<file path="src/shared/pdm_pkg.sv">
// Package: register map, fields, resets and wait codes for the power-down block
// Operation
// - Standby select picks sleep or deep standby
// - Standby select survives interrupt wake-up
// - Settle code maps to documented state counts
// - Settle wait precedes resume after interrupt
// - Bus keep zero floats bus in standby
// - Bus keep one holds address, controls high
// - Clock-out disable bit gates clock pin
// - High reserved bits ignore writes, read one
// - High bits stop serial channels
// - High register resets to 78
// - Low register resets to 00, kept
// - Low bits stop dma, dram, wide timer
// - Low bits stop byte timers and adc
// - Low reserved bits are plain storage
// - Offsets are low 20 address bits
// - Stop bit resets its peripheral; serial 2 gets no init pulse
// - Sleep halts processor, others run
// - Interrupt restarts oscillator, waits, releases
package pdm_pkg;
  localparam int ADDR_W = 20;
  localparam logic [19:0] OFS_PDC = 20'hEE012;
  localparam logic [19:0] OFS_MSH = 20'hEE01C;
  localparam logic [19:0] OFS_MSL = 20'hEE01D;
  localparam logic [7:0] RST_PDC = 8'h09;
  localparam logic [7:0] RST_MSH = 8'h78;
  localparam logic [7:0] RST_MSL = 8'h00;
  localparam logic [7:0] MSH_RSV_MASK = 8'h78;
  localparam int BIT_DEEP = 7;
  localparam int BIT_STS_LO = 4;
  localparam int BIT_KEEP = 1;
  localparam int BIT_CKOFF = 7;
  localparam int CNT_W = 18;
  localparam logic [2:0] STS_ILLEGAL = 3'h7;
  typedef enum logic [3:0] {
    PDM_RUN = 4'h1,
    PDM_SLEEP = 4'h2,
    PDM_STBY = 4'h4,
    PDM_SETTLE = 4'h8
  } pdm_state_t;
  // Wait in states for each settle code, minus one for the down-counter
  function automatic logic [CNT_W-1:0] pdm_wait(input logic [2:0] code);
    logic [CNT_W-1:0] w;
    w = 18'h01FFF;
    unique case (code)
      3'h0: w = 18'h01FFF;
      3'h1: w = 18'h03FFF;
      3'h2: w = 18'h07FFF;
      3'h3: w = 18'h0FFFF;
      3'h4: w = 18'h1FFFF;
      3'h5: w = 18'h3FFFF;
      3'h6: w = 18'h003FF;
      default: w = 18'h3FFFF; // illegal code, take the longest
    endcase
    return w;
  endfunction
endpackage

</file>
<file path="src/shared/pdm_regs_if.sv">
// Interface: register values passed from register file to the sequencer
`timescale 1ns/1ns
`default_nettype none
interface pdm_regs_if;
  logic deep;
  logic [2:0] sts;
  logic keep;
  modport regs (output deep, output sts, output keep);
  modport seq (input deep, input sts, input keep);
endinterface : pdm_regs_if
`default_nettype wire

</file>
<file path="src/rtl/pdm_power_ctrl.sv">
// Top: power-down and module-stop registers with standby outputs
`timescale 1ns/1ns
`default_nettype none
module pdm_power_ctrl (
  input wire logic clk,
  input wire logic reset_n,
  input wire logic hw_standby,
  input wire logic [19:0] reg_addr,
  input wire logic [7:0] reg_wdata,
  input wire logic reg_wr,
  input wire logic reg_rd,
  output logic [7:0] reg_rdata,
  input wire logic sleep_req,
  input wire logic wake_irq,
  input wire logic [23:0] bus_addr_in,
  input wire logic [11:0] bus_ctl_in,
  output logic [23:0] bus_addr_out,
  output logic bus_addr_oe,
  output logic [11:0] bus_ctl_out,
  output logic bus_ctl_oe,
  output logic clock_out_en,
  output logic cpu_halt,
  output logic clock_release,
  output logic stop_serial_0,
  output logic stop_serial_1,
  output logic stop_serial_2,
  output logic stop_dma_unit,
  output logic stop_dram_interface,
  output logic stop_wide_timer,
  output logic stop_byte_timer_01,
  output logic stop_byte_timer_23,
  output logic stop_adc,
  output logic [7:0] periph_init
);
  ////////////////////////////////////////////////////////////////////////////
  logic [7:0] power_down_control;
  logic [7:0] module_stop_control_high;
  logic [7:0] module_stop_control_low;
  logic [7:0] stop_vec;
  logic [7:0] stop_prev;
  logic [23:0] addr_hold;
  logic hws_q1;
  logic hws;
  logic in_standby;
  logic wr_pdc;
  logic wr_msh;
  logic wr_msl;
  pdm_regs_if cfg ();

  // Hardware standby pin crosses in through two flops
  always_ff @(posedge clk or negedge reset_n)
  begin
    if (!reset_n)
    begin
      hws_q1 <= 1'b0;
      hws <= 1'b0;
    end
    else
    begin
      hws_q1 <= hw_standby;
      hws <= hws_q1;
    end
  end

  assign wr_pdc = reg_wr && (reg_addr == pdm_pkg::OFS_PDC);
  assign wr_msh = reg_wr && (reg_addr == pdm_pkg::OFS_MSH);
  assign wr_msl = reg_wr && (reg_addr == pdm_pkg::OFS_MSL);

  ////////////////////////////////////////////////////////////////////////////
  // Control register; deep bit changes only by a write or hardware standby, never by wake-up
  always_ff @(posedge clk or negedge reset_n)
  begin
    if (!reset_n)
      power_down_control <= pdm_pkg::RST_PDC;
    else if (hws)
      power_down_control <= pdm_pkg::RST_PDC;
    else if (wr_pdc)
      power_down_control <= reg_wdata;
  end

  // High stop register; reserved bits forced to one on every write
  always_ff @(posedge clk or negedge reset_n)
  begin
    if (!reset_n)
      module_stop_control_high <= pdm_pkg::RST_MSH;
    else if (hws)
      module_stop_control_high <= pdm_pkg::RST_MSH;
    else if (wr_msh)
      module_stop_control_high <= reg_wdata | pdm_pkg::MSH_RSV_MASK;
  end

  // Low stop register; software standby does not touch it
  always_ff @(posedge clk or negedge reset_n)
  begin
    if (!reset_n)
      module_stop_control_low <= pdm_pkg::RST_MSL;
    else if (hws)
      module_stop_control_low <= pdm_pkg::RST_MSL;
    else if (wr_msl)
      module_stop_control_low <= reg_wdata;
  end

  // Read data one cycle after the strobe; unmapped reads give zero
  always_ff @(posedge clk or negedge reset_n)
  begin
    if (!reset_n)
      reg_rdata <= 8'h00;
    else if (reg_rd)
    begin
      unique case (reg_addr)
        pdm_pkg::OFS_PDC: reg_rdata <= power_down_control;
        pdm_pkg::OFS_MSH:
          reg_rdata <= module_stop_control_high | pdm_pkg::MSH_RSV_MASK;
        pdm_pkg::OFS_MSL: reg_rdata <= module_stop_control_low;
        default: reg_rdata <= 8'h00;
      endcase
    end
    else
      reg_rdata <= 8'h00;
  end

  ////////////////////////////////////////////////////////////////////////////
  assign cfg.deep = power_down_control[pdm_pkg::BIT_DEEP];
  assign cfg.sts = power_down_control[pdm_pkg::BIT_STS_LO +: 3];
  assign cfg.keep = power_down_control[pdm_pkg::BIT_KEEP];

  pdm_settle_seq u_seq (
    .clk(clk),
    .reset_n(reset_n),
    .sleep_req(sleep_req),
    .wake_irq(wake_irq),
    .cfg(cfg.seq),
    .cpu_halt(cpu_halt),
    .in_standby(in_standby),
    .clock_release(clock_release)
  );

  ////////////////////////////////////////////////////////////////////////////
  // Last address latched while running so standby can keep driving it
  always_ff @(posedge clk or negedge reset_n)
  begin
    if (!reset_n)
      addr_hold <= 24'h000000;
    else if (!in_standby)
      addr_hold <= bus_addr_in;
  end

  // Bus pins in standby: float, or hold address with controls high
  always_comb
  begin
    bus_addr_out = bus_addr_in;
    bus_ctl_out = bus_ctl_in;
    bus_addr_oe = 1'b1;
    bus_ctl_oe = 1'b1;
    if (in_standby)
    begin
      bus_addr_out = addr_hold;
      bus_ctl_out = 12'hFFF;
      bus_addr_oe = cfg.keep;
      bus_ctl_oe = cfg.keep;
    end
  end

  ////////////////////////////////////////////////////////////////////////////
  // Clock pin; enable follows only the clock-out disable bit, standby does not gate it
  assign clock_out_en = !module_stop_control_high[pdm_pkg::BIT_CKOFF];

  assign stop_serial_2 = module_stop_control_high[2];
  assign stop_serial_1 = module_stop_control_high[1];
  assign stop_serial_0 = module_stop_control_high[0];
  assign stop_dma_unit = module_stop_control_low[7];
  assign stop_dram_interface = module_stop_control_low[5];
  assign stop_wide_timer = module_stop_control_low[4];
  assign stop_byte_timer_01 = module_stop_control_low[3];
  assign stop_byte_timer_23 = module_stop_control_low[2];
  assign stop_adc = module_stop_control_low[0];

  // Bit order of stop_vec matches periph_init lanes
  assign stop_vec = {stop_dma_unit, stop_dram_interface, stop_wide_timer,
                     stop_byte_timer_01, stop_byte_timer_23, stop_adc,
                     stop_serial_1, stop_serial_0};

  always_ff @(posedge clk or negedge reset_n)
  begin
    if (!reset_n)
      stop_prev <= 8'h00;
    else
      stop_prev <= stop_vec;
  end

  // One-cycle init pulse per peripheral except serial 2 when its stop bit rises
  genvar gi;
  generate
    for (gi = 0; gi < 8; gi++)
    begin : g_init
      assign periph_init[gi] = stop_vec[gi] && !stop_prev[gi];
    end
  endgenerate

  ////////////////////////////////////////////////////////////////////////////
  chk_msh_reserved: assert property (@(posedge clk) disable iff (!reset_n)
    wr_msh |=> (module_stop_control_high[6:3] == 4'hF))
    else $error("high reserved bits not one");
  chk_msh_read: assert property (@(posedge clk) disable iff (!reset_n)
    reg_rd && reg_addr == pdm_pkg::OFS_MSH |=> reg_rdata[6:3] == 4'hF)
    else $error("high reserved bits read wrong");
  chk_msl_store: assert property (@(posedge clk) disable iff (!reset_n)
    wr_msl && !hws |=> module_stop_control_low == $past(reg_wdata))
    else $error("low register did not store");
  chk_deep_kept: assert property (@(posedge clk) disable iff (!reset_n)
    !wr_pdc && !hws |=> $stable(power_down_control[7]))
    else $error("deep bit changed without write");
  chk_sleep_mode: assert property (@(posedge clk) disable iff (!reset_n)
    !cpu_halt && sleep_req && !cfg.deep |=> cpu_halt && !in_standby)
    else $error("sleep mode not entered");
  chk_stby_mode: assert property (@(posedge clk) disable iff (!reset_n)
    !cpu_halt && sleep_req && cfg.deep |=> in_standby)
    else $error("standby not entered");
  chk_bus_float: assert property (@(posedge clk) disable iff (!reset_n)
    in_standby && !cfg.keep |-> !bus_addr_oe && !bus_ctl_oe)
    else $error("bus not floated");
  chk_bus_keep: assert property (@(posedge clk) disable iff (!reset_n)
    in_standby && cfg.keep |-> bus_addr_oe && bus_ctl_out == 12'hFFF)
    else $error("bus controls not held high");
  chk_hws_reset: assert property (@(posedge clk) disable iff (!reset_n)
    hws |=> module_stop_control_high == 8'h78 &&
      module_stop_control_low == 8'h00)
    else $error("hardware standby reset missed");
  chk_stop_init: assert property (@(posedge clk) disable iff (!reset_n)
    wr_msl && reg_wdata[0] && !stop_adc && !hws |=> periph_init[2])
    else $error("init pulse missing");
  chk_clk_out: assert property (@(posedge clk) disable iff (!reset_n)
    wr_msh && !hws |=> clock_out_en == !$past(reg_wdata[7]))
    else $error("clock out enable wrong");

  cov_sleep: cover property (@(posedge clk) disable iff (!reset_n)
    !cpu_halt && sleep_req && !cfg.deep);
  cov_standby_wake: cover property (@(posedge clk) disable iff (!reset_n)
    in_standby ##1 !in_standby);
  cov_keep_bus: cover property (@(posedge clk) disable iff (!reset_n)
    in_standby && cfg.keep);
  cov_hws: cover property (@(posedge clk) disable iff (!reset_n) hws);
endmodule // pdm_power_ctrl
`default_nettype wire

</file>
<file path="src/rtl/pdm_settle_seq.sv">
// Sequencer: sleep, software standby and settle wait on wake-up
`timescale 1ns/1ns
`default_nettype none
module pdm_settle_seq (
  input wire logic clk,
  input wire logic reset_n,
  input wire logic sleep_req,
  input wire logic wake_irq,
  pdm_regs_if.seq cfg,
  output logic cpu_halt,
  output logic in_standby,
  output logic clock_release
);
  pdm_pkg::pdm_state_t state;
  logic [pdm_pkg::CNT_W-1:0] cnt;

  // Mode walk; the wait code is sampled at wake so later writes cannot stretch it
  always_ff @(posedge clk or negedge reset_n)
  begin
    if (!reset_n)
    begin
      state <= pdm_pkg::PDM_RUN;
      cnt <= '0;
    end
    else
    begin
      unique case (state)
        pdm_pkg::PDM_RUN:
        begin
          if (sleep_req)
            state <= cfg.deep ? pdm_pkg::PDM_STBY : pdm_pkg::PDM_SLEEP;
        end
        pdm_pkg::PDM_SLEEP:
        begin
          if (wake_irq)
            state <= pdm_pkg::PDM_RUN;
        end
        pdm_pkg::PDM_STBY:
        begin
          if (wake_irq)
          begin
            state <= pdm_pkg::PDM_SETTLE;
            cnt <= pdm_pkg::pdm_wait(cfg.sts);
          end
        end
        pdm_pkg::PDM_SETTLE:
        begin
          if (cnt == '0)
            state <= pdm_pkg::PDM_RUN;
          else
            cnt <= cnt - 1'b1;
        end
        default: state <= pdm_pkg::PDM_RUN;
      endcase
    end
  end

  // Clocks held off through standby and the whole settle wait
  assign cpu_halt = (state != pdm_pkg::PDM_RUN);
  assign in_standby = (state == pdm_pkg::PDM_STBY) ||
                      (state == pdm_pkg::PDM_SETTLE);
  assign clock_release = !in_standby;

  // Age and length of the running settle wait; a counter bounds the wait
  // because the longest codes are far beyond any delay range
  logic [pdm_pkg::CNT_W-1:0] settle_age;
  logic [pdm_pkg::CNT_W-1:0] settle_len;
  always_ff @(posedge clk or negedge reset_n)
  begin
    if (!reset_n)
    begin
      settle_age <= '0;
      settle_len <= '0;
    end
    else
    begin
      if (state == pdm_pkg::PDM_STBY && wake_irq)
        settle_len <= pdm_pkg::pdm_wait(cfg.sts);
      if (state == pdm_pkg::PDM_SETTLE)
        settle_age <= settle_age + 1'b1;
      else
        settle_age <= '0;
    end
  end

  chk_settle_hold: assert property (@(posedge clk) disable iff (!reset_n)
    (state == pdm_pkg::PDM_STBY && wake_irq && cfg.sts == 3'h6)
      |=> !clock_release [*8] ##1 !clock_release [*8])
    else $error("settle wait ended too early");
  chk_settle_end: assert property (@(posedge clk) disable iff (!reset_n)
    (state == pdm_pkg::PDM_SETTLE) |-> (settle_age <= settle_len))
    else $error("settle wait did not end");
endmodule // pdm_settle_seq
`default_nettype wire

</file>
<file path="config.mk">
export PLATFORM = sky130hd
export DESIGN_NAME = pdm_power_ctrl
export DESIGN_NICKNAME = d
export VERILOG_FILES = /design/src/shared/pdm_pkg.sv /design/src/shared/pdm_regs_if.sv /design/src/rtl/pdm_power_ctrl.sv /design/src/rtl/pdm_settle_seq.sv
export SDC_FILE = /design/constraint.sdc
export NUM_CORES = 1
export LEC_CHECK = 0
export ABC_AREA = 1
export BUFFER_PORTS_ARGS = -buffer_cell sky130_fd_sc_hd__buf_2
export CAP_MARGIN = 25
export CORE_ASPECT_RATIO = 0.9
export CORE_MARGIN = 2
export CORE_UTILIZATION = 55
export DETAILED_ROUTE_END_ITERATION = 6
export HOLD_SLACK_MARGIN = 0.12
export PLACE_DENSITY = 0.82
export REMOVE_ABC_BUFFERS = 1
export SYNTH_ARGS = -nofsm -noshare
export SYNTH_HDL_FRONTEND = slang
export SYNTH_HIERARCHICAL = 1
export SYNTH_SLANG_ARGS = --single-unit
</file>
<file path="constraint.sdc">
create_clock -name clk -period 5.6 [get_ports clk]
set_input_delay 1.12 -clock clk [delete_from_list [all_inputs] [get_ports clk]]
set_output_delay 1.12 -clock clk [all_outputs]
set_load 0.01 [all_outputs]
</file>
==> out/metrics.yaml, run 1 <==
clkLatencyLatePin_ps: 360
power.internal_uw: 935
post_synth.cell_area_avg_um2: 7.81
synth.yosys.seq_area_share_pct: 48.0
design.die.area_um2: 8710
power.clock.fraction_pct: 37.7
worstHoldEndpoint: "hws"
layout_cells_sized_above_1_pct: 30.0
unrepaired_setup_endpoints_after_global_routing: "false"
synthToLayoutAreaGrowth_pct: 21.9
timing.hold.worst.start: "hws_q1"
max_slew.worst_pin.slew_ps: 658
r2r_end: "addr_hold[11]"
setup_viol_count_final: 0
slowest_stage_cell_cp: "sky130_fd_sc_hd__inv_1"
yosys.cell_types.count: 32
initialDrtViolationCount: 360
layout.cell_area.non_filler_um2: 5350
placed_area_um2: 5110
cp-startpoint: "u_seq/state[0]"
clockBufferDepth: 2
die_width_um: 98.2
worst-r2r-cell-count: 6
ios: 137
grt_util_all_layers_pct: 24.8
detail_route.drc_violations: 0
htree_num_levels: 3
tritonroute_pass_1_iters: 6
ctsResizeCount: 0
power.sequential.fraction_pct: 51.1
place.port_buffers: 136
dr_total_vias: 4149
cap_viol_max_count: 0
global_route_wire_length_before_repair_mm: 17.4
min_path_type: "flop to flop"
post_synth_most_frequent_cells: "sky130_fd_sc_hd__nand2_1, sky130_fd_sc_hd__dfrtp_1, sky130_fd_sc_hd__nor2_1, sky130_fd_sc_hd__inv_1, sky130_fd_sc_hd__nand3_1"
netlist_top_cells_area: "sky130_fd_sc_hd__dfrtp_1, sky130_fd_sc_hd__nand2_1, sky130_fd_sc_hd__nor2_1"
static-leakage-power_uw: 0.00299
synthMostInstantiatedCell: "sky130_fd_sc_hd__nand2_1"
reg2reg_setup_slack_ps: 3680
vdd_ir_drop_max_uv: 193
critical_path.max_stage_delay_ps: 580
timing.setup.tns_ps: 0
totalPowerFinal_uw: 1250
grt.overflow.total: 0
dpl.cell_count: 780
ys_dominant_reg_cell: "sky130_fd_sc_hd__dfrtp_1"
path_clk_slew_ps: 80
cts.sink_count: 84
synth_warnings: 6
die_height_um: 88.8
number_of_pins_exceeding_their_max_slew_limit_in_the_final_report: 0
ant_nets: 0
series_of_cell_instances_along_the_critical_path: "nor2_4, nand3_4, nand2_4, inv_1, nand2_1, nand2_1, buf_2"
timing.hold.worst_path_depth: 0
switching_share_pct: 25.3
cts_hold_repair.buffers: 0
coreArea_um2: 7660
core.rowCount: 30
grt_start_max_net_pins: 85
share_comb_of_total_power_pct: 11.1
nNetsFinal: 768
fmaxAchievable_mhz: 289
crit_top_cell: "sky130_fd_sc_hd__nand2_1"
number_of_global_route_vias_before_repair: 3854
wl_per_cell_um: 13.2
worst_setup_path_start_kind: "flop"
antenna_found_initial: 0
synth_area_leader_cell: "sky130_fd_sc_hd__dfrtp_1"
synth-edff-count: 0
tritoncts.num_buffers: 9
setup.worst_path.class: "flop to output port"
power_density_nw_per_um2: 234
critPathRequiredTime_ps: 4480
maxSlewHeadroom_pct: 56.1
timing.final.hold_violations: 0
synth_async_sr_flop_share_pct: 100
final_cells: 797
finalCoreUtilization_pct: 69.9
timing.critical_path.arrival_ps: 2340
tritoncts: "yes"
net_switching_power_figure_uw: 317
cts_root_buffer: "sky130_fd_sc_hd__clkbuf_8"
overall_routed_net_length_mm: 10.5
post_dr_vias_cell: 5.21
post_cts.repair.setup_buffers: 0
synthCells: 562
dpl.hpwl_mm: 7.61
run_status: "finished clean"
synth_seq_cells: 84
post_synth_instance_area_um2: 4390
initial_utilization_pct: 57.3
crit_path_end_kind: "output port"
finalCritPeriodShare_pct: 61.8
routabilityCongestion: 0.915
reg2reg_from: "u_seq/state[1]"
final.setup_skew_ps: 9.28
post-route-min-period_ps: 3460
insertedDiodeCount: 0
top_area_cell_type_share_of_the_netlist_area_pct: 46.2
critical_path.max_fanout: 40
## cells by family after synthesis
kind of cell             share of synthesized area, %
XOR/XNOR                                        0.798
buffers and inverters                            7.24
adder cells (fa/ha/maj)                         0.285
flip-flops                                       48.0
AO/OA/AOI/OAI                                    3.11
AND/OR/NAND/NOR                                  40.6
## layout make-up
type / count / area [µm²]
Clock buffer: 10 / 128
Clock inverter: 6 / 90.1
Fill cell: 629 / 2300
Inverter: 61 / 233
Multi-Input combinational cell: 403 / 1970
Sequential cell: 84 / 2110
Tap cell: 96 / 120
Timing Repair Buffer: 137 / 711
## power groups by stage
stage	registers, µW	clock network [µW]	logic (µW)
after floorplan	649	0	68.0
after global placement	651	0	130
after detailed placement	651	0	136
after CTS	640	480	138
after global routing	642	505	154
final	641	472	140
## sequential cells by signal (all words and copies together), names as in the netlist, 4 cells and up
register	cells
addr_hold	24
module_stop_control_high	4
module_stop_control_low	8
power_down_control	8
reg_rdata	8
stop_prev	8
u_seq/cnt	18
u_seq/state	4
## through the flow
stage / hold slack [ps] / worst slack [ps]
floorplan: 331 / 2970
global placement: 332 / 2620
detailed placement: 336 / 2510
CTS: 359 / 2130
global route: 385 / 1940
finish: 356 / 2140
## placed cells by master, fill, tap and decap left out, types with 2 or more instances in the layout
cell type	count
sky130_fd_sc_hd__nor2_4	4
sky130_fd_sc_hd__nor3_2	2
sky130_fd_sc_hd__clkinv_1	2
sky130_fd_sc_hd__nand2_4	4
sky130_fd_sc_hd__a21oi_1	4
sky130_fd_sc_hd__nand4_1	19
sky130_fd_sc_hd__clkinv_2	4
sky130_fd_sc_hd__buf_2	135
sky130_fd_sc_hd__nor3_4	2
sky130_fd_sc_hd__inv_1	55
sky130_fd_sc_hd__nand2_2	5
sky130_fd_sc_hd__nand3_2	4
sky130_fd_sc_hd__nand2_1	203
sky130_fd_sc_hd__o21ai_0	10
sky130_fd_sc_hd__or2_2	14
sky130_fd_sc_hd__nand3_1	37
sky130_fd_sc_hd__clkbuf_8	9
sky130_fd_sc_hd__o21ai_2	7
sky130_fd_sc_hd__nor2_2	3
sky130_fd_sc_hd__bufinv_16	2
sky130_fd_sc_hd__nand3_4	3
sky130_fd_sc_hd__dfstp_2	3
sky130_fd_sc_hd__nand3b_1	4
sky130_fd_sc_hd__clkinv_4	2
sky130_fd_sc_hd__xor2_1	4
sky130_fd_sc_hd__nand4_4	2
sky130_fd_sc_hd__dfrtp_1	81
sky130_fd_sc_hd__nor2_1	69
## per-layer routing
metal | track usage (%) | wire [µm]
met1 | 33.2 | 4600
met5 | 0 | 0
met4 | 9.59 | 199
met2 | 40.3 | 4830
met3 | 5.61 | 875
## worst max-delay path by stage
stage,endpoint
after floorplan,bus_addr_out[0]
after global placement,bus_addr_out[11]
after detailed placement,bus_addr_out[11]
after CTS,bus_addr_out[11]
after global routing,bus_addr_out[11]
final,bus_addr_out[11]
## critical path: cells and delay by family, from the launching register on
family        cells  cell delay, ps
buf+inv           2             720
simple gates      5             680
flops             1             570
Power figures use the tool's default switching activity.
==> inputs of run 2 (changes only) <==
- CORE_UTILIZATION: 55 -> 47
- PLACE_DENSITY: 0.82 -> 0.74
- clock period: 5.6 -> 2.87 ns (I/O delays scaled with it)
==> run 2 against run 1 <==
  * Hold slack got worse by 150 ps
  * Via count fell by 2.4%
  * Global-route usage fell by 3.1 points
  * Count of clock-buffer cells in the layout did not move
  * Critical path type unchanged
  * Sequential share of layout area barely moved
  * Clock skew fell by 0.87 ps
  * Non-clock buffer count rose by 2
  * Cell count rose by 3.5%
  * Critical path depth did not move
==> out/metrics.yaml, run 2 (synthesized netlist as in run 1, its figures left out) <==
tritoncts.num_buffers: 9
maxSlewHeadroom_pct: 52.6
run_status: "finished clean"
tritonroute_pass_1_iters: 5
post_dr_vias_cell: 4.91
worst_setup_path_start_kind: "flop"
vdd_ir_drop_max_uv: 301
insertedDiodeCount: 0
dr_total_vias: 4048
grt_util_all_layers_pct: 21.7
die_width_um: 106
overall_routed_net_length_mm: 10.5
largest-register: "addr_hold"
tritoncts: "yes"
htree_num_levels: 3
layout.cells.most_common_list: "sky130_fd_sc_hd__nand2_1, sky130_fd_sc_hd__buf_2, sky130_fd_sc_hd__dfrtp_1"
layout_cells_sized_above_1_pct: 30.2
largest_registers: "addr_hold x24, u_seq/cnt x18"
min_path_type: "input port to async pin"
layout_commonest_cell: "sky130_fd_sc_hd__nand2_1"
cp-startpoint: "u_seq/state[0]"
finalCoreUtilization_pct: 59.0
reg2reg_from: "u_seq/state[1]"
flip_flop_count_of_the_largest_register_after_layout: 24
clockBufferDepth: 2
num-fill-cells: 867
die_height_um: 95.7
detail_route.drc_violations: 0
crit_path_end_kind: "output port"
timing.critical_path.arrival_ps: 2070
ant_nets: 0
fin_ws_ps: 229
final_cells: 825
dpl.cell_count: 809
design.die.area_um2: 10100
place_ws_ps: 605
power_density_nw_per_um2: 437
synthToLayoutAreaGrowth_pct: 22.0
dpl.hpwl_mm: 7.76
routabilityCongestion: 0.893
critPathRequiredTime_ps: 2300
ios: 137
timing.setup.tns_ps: 0
post_cts.repair.setup_buffers: 0
cap_viol_max_count: 0
wl_per_cell_um: 12.7
final.setup_skew_ps: 8.41
antenna_found_initial: 0
post-route-min-period_ps: 2640
unrepaired_setup_endpoints_after_global_routing: "false"
path_clk_slew_ps: 90
initialDrtViolationCount: 236
fmaxAchievable_mhz: 379
place.port_buffers: 136
number_of_pins_exceeding_their_max_slew_limit_in_the_final_report: 0
cts_root_buffer: "sky130_fd_sc_hd__clkbuf_8"
grt.overflow.total: 0
coreArea_um2: 9080
clkLatencyLatePin_ps: 350
initial_utilization_pct: 48.3
static-leakage-power_uw: 0.00298
setup_viol_count_final: 0
finalCritPeriodShare_pct: 92.0
ctsResizeCount: 0
cts.sink_count: 84
core.rowCount: 33
max_slew.worst_pin.slew_ps: 710
timing.final.hold_violations: 0
number_of_global_route_vias_before_repair: 3792
worst-r2r-cell-count: 10
grt_start_max_net_pins: 46
nNetsFinal: 770
cts_hold_repair.buffers: 0
setup.worst_path.class: "flop to output port"
global_route_wire_length_before_repair_mm: 17.6
critical_path.max_fanout: 24
run 2: cell count changes in the layout (fill, tap and decap cells not counted), sizes merged:
cell | before | now
buf | 137 | 139
inv | 56 | 57
bufinv | 2 | 1
run 2: path summary, 6_finish.rpt:
kind                                               to  slack (ps)
setup / recovery                     bus_addr_out[10]         230
hold / removal             module_stop_control_low[4]         210
setup reg to reg                        u_seq/cnt[17]         920
hold reg to reg                                   hws         360
max in group asynchronous              u_seq/state[0]        1910
min in group clk                               hws_q1         330
run 2: area by class of cell:
| class | count | area [µm²] | area share, % |
|---|---|---|---|
| clock buffers | 10 | 128 | 2.38 |
| well taps | 122 | 153 | 2.85 |
| clock inverters | 6 | 65.1 | 1.21 |
| repair buffers | 139 | 706 | 13.2 |
| multi-input cells | 403 | 1970 | 36.7 |
| flip-flops and latches | 84 | 2110 | 39.3 |
| inverters | 61 | 233 | 4.34 |
run 2: per-stage QoR:
step	total power, µW	hold slack, ps	instance area (µm²)
detailed placement	1530	341	5160
floorplan	1400	278	4310
finish	2340	210	5360
global placement	1530	334	5160
CTS	2360	232	5360
global route	2460	257	5360
run 2: routing by layer:
| metal | routed length, µm | track usage [%] | vias to the layer above |
|---|---|---|---|
| li1 | - | - | 2029 |
| met3 | 820 | 5.28 | 11 |
| met2 | 4790 | 34.5 | 151 |
| met5 | 0 | 0 | - |
| met1 | 4790 | 30.9 | 1857 |
| met4 | 78 | 4.06 | 0 |
run 2: critical path, stage by stage (launching register included):
cell and delay, ps:
sky130_fd_sc_hd__dfstp_2 560, sky130_fd_sc_hd__nor2_4 50, sky130_fd_sc_hd__nand3_4 150, sky130_fd_sc_hd__nand2_4 60
sky130_fd_sc_hd__inv_1 520, sky130_fd_sc_hd__nand2_1 120, sky130_fd_sc_hd__nand2_1 120, sky130_fd_sc_hd__buf_2 140
run 2: where the power goes:
group	switching (µW)	total, µW	internal (µW)
logic	149	258	109
registers	25.7	1250	1220
clock network	428	833	404
total	603	2340	1740
==> inputs of run 3 (changes only) <==
- CELL_PAD_IN_SITES_DETAIL_PLACEMENT: default -> 0
- CELL_PAD_IN_SITES_GLOBAL_PLACEMENT: default -> 1
- CORE_UTILIZATION: 47 -> 33
- PLACE_DENSITY: 0.74 -> 0.73
- REMOVE_ABC_BUFFERS: 1 -> default
==> run 3 against run 2 <==
  * Sequential power is essentially flat
  * Critical endpoint is now bus_addr_out[21]
  * Total power grew 14%
  * Cell area up 3.0%
  * Setup slack better by 29 ps
  * Die area up 41%
  * Register-to-register slack is essentially flat
  * Hold slack got worse by 6.8 ps
==> out/metrics.yaml, run 3 (synthesized netlist as in run 1, its figures left out) <==
critPathRequiredTime_ps: 2300
htree_num_levels: 3
clkLatencyLatePin_ps: 340
globalRouteMet3Util_pct: 5.58
unrepaired_setup_endpoints_after_global_routing: "false"
overall_routed_net_length_mm: 10.9
coreArea_um2: 12800
dpl.hpwl_mm: 8.10
final.setup_skew_ps: 9.38
die_height_um: 113
share_comb_of_total_power_pct: 9.7
fin_ws_ps: 258
place_ws_ps: 599
layout_cells_sized_above_1_pct: 29.8
largest-register: "addr_hold"
power_density_nw_per_um2: 485
ctsResizeCount: 0
maxSlewHeadroom_pct: 52.9
top_cell_family_by_delay_on_the_critical_path: "buffers and inverters"
largest_registers: "addr_hold x24, u_seq/cnt x18"
number_of_global_route_vias_before_repair: 3870
global_routing_usage_on_met2_pct: 25.1
final_cells: 866
cts_hold_repair.buffers: 0
place.port_buffers: 136
gr-max-usage-layer: "met2"
initialDrtViolationCount: 164
min_path_type: "input port to async pin"
synth_fp_nets: 634
max_slew.worst_pin.slew_ps: 706
tritoncts.num_buffers: 9
antenna_found_initial: 0
core.rowCount: 39
insertedDiodeCount: 0
finalCritPeriodShare_pct: 91.0
cts_root_buffer: "sky130_fd_sc_hd__clkbuf_16"
grt_util_all_layers_pct: 16.2
path_clk_slew_ps: 60
layout_commonest_cell: "sky130_fd_sc_hd__nand2_1"
power.sequential.fraction_pct: 46.7
power.internal_uw: 2040
cts.sink_count: 84
post_cts.repair.setup_buffers: 0
timing.setup.tns_ps: 0
detail_route.drc_violations: 0
flip_flop_count_of_the_largest_register_after_layout: 24
worst-r2r-cell-count: 10
nNetsFinal: 769
routabilityCongestion: 0.812
cap_viol_max_count: 0
die_width_um: 126
initial_utilization_pct: 34.2
net_switching_power_figure_uw: 639
run_status: "finished clean"
vdd_ir_drop_max_uv: 349
worstPathBufferInverterCount: 2
slowest_stage_cell_cp: "sky130_fd_sc_hd__dfstp_2"
timing.final.hold_violations: 0
placed_area_um2: 5220
post-route-min-period_ps: 2610
synthToLayoutAreaGrowth_pct: 25.7
critical_path.max_fanout: 24
number_of_pins_exceeding_their_max_slew_limit_in_the_final_report: 0
critical_path.max_stage_delay_ps: 550
switching_share_pct: 23.9
tritoncts: "yes"
wl_per_cell_um: 12.6
worst_setup_path_start_kind: "flop"
fmaxAchievable_mhz: 383
setup.worst_path.class: "flop to output port"
layout.cells.most_common_list: "sky130_fd_sc_hd__nand2_1, sky130_fd_sc_hd__buf_2, sky130_fd_sc_hd__dfrtp_1"
crit_top_cell: "sky130_fd_sc_hd__nand2_1"
dr_total_vias: 3974
grt_start_max_net_pins: 48
ios: 137
layout.cell_area.non_filler_um2: 5520
static-leakage-power_uw: 0.00303
global_route_wire_length_before_repair_mm: 18.6
crit_path_end_kind: "output port"
post_dr_vias_cell: 4.59
tritonroute_pass_1_iters: 4
series_of_cell_instances_along_the_critical_path: "nor2_4, nand3_4, nand2_4, inv_1, nand2_1, nand2_1, buf_2"
design.die.area_um2: 14200
reg2reg_setup_slack_ps: 920
dpl.cell_count: 850
grt.overflow.total: 0
clockBufferDepth: 2
timing.critical_path.arrival_ps: 2040
cp_num_cells: 7
met1_usage_pct: 22.0
power.clock.fraction_pct: 43.6
ant_nets: 0
setup_viol_count_final: 0
run 3: cell count changes in the layout (fill, tap and decap cells not counted), sizes merged:
cell	delta
clkbuf	+3
clkinvlp	-1
buf	-1
clkinv	-2
run 3: layout make-up:
| type | instances | area [µm²] |
|---|---|---|
| fill | 1341 | 7310 |
| sequential | 84 | 2110 |
| multi-input combinational | 403 | 1970 |
| timing repair buffer | 138 | 711 |
| clock buffer | 13 | 250 |
| inverter | 61 | 233 |
| tap | 164 | 205 |
| clock inverter | 3 | 47.5 |
run 3: power groups by stage:
stage	Clock [µW]	Sequential, µW	Combinational [µW]
detailed placement	0	1270	267
global route	1260	1250	297
floorplan	0	1270	135
CTS	1210	1250	268
global placement	0	1270	262
finish	1170	1250	261
run 3: worst reg2reg max path, delay by kind of cell, from the launching register on:
kind | cells | cell delay (ps)
buffers and inverters | 2 | 430
flip-flops | 1 | 430
AND/OR/NAND/NOR | 8 | 1030
run 3: path summary, 6_finish.rpt:
kind | endpoint | start
worst max-delay path | bus_addr_out[21] | u_seq/state[0]
worst max register to register | u_seq/cnt[17] | u_seq/state[1]
worst min-delay path | reg_rdata[5] | reset_n
worst min register to register | hws | hws_q1
max in group asynchronous | u_seq/state[0] | reset_n
min in group clk | hws_q1 | hw_standby
run 3: through the flow:
step	total power (µW)	hold WS [ps]	util, %
after floorplan	1400	278	-
after global routing	2810	231	43.0
final	2680	204	43.0
after detailed placement	1540	336	40.7
after global placement	1530	333	40.7
after CTS	2720	209	43.0
run 3: routing by layer:
layer	vias up	part of all wire (%)
met5	-	0
met2	112	45
met4	0	0.97
met1	1832	47
li1	2024	-
met3	6	7.3
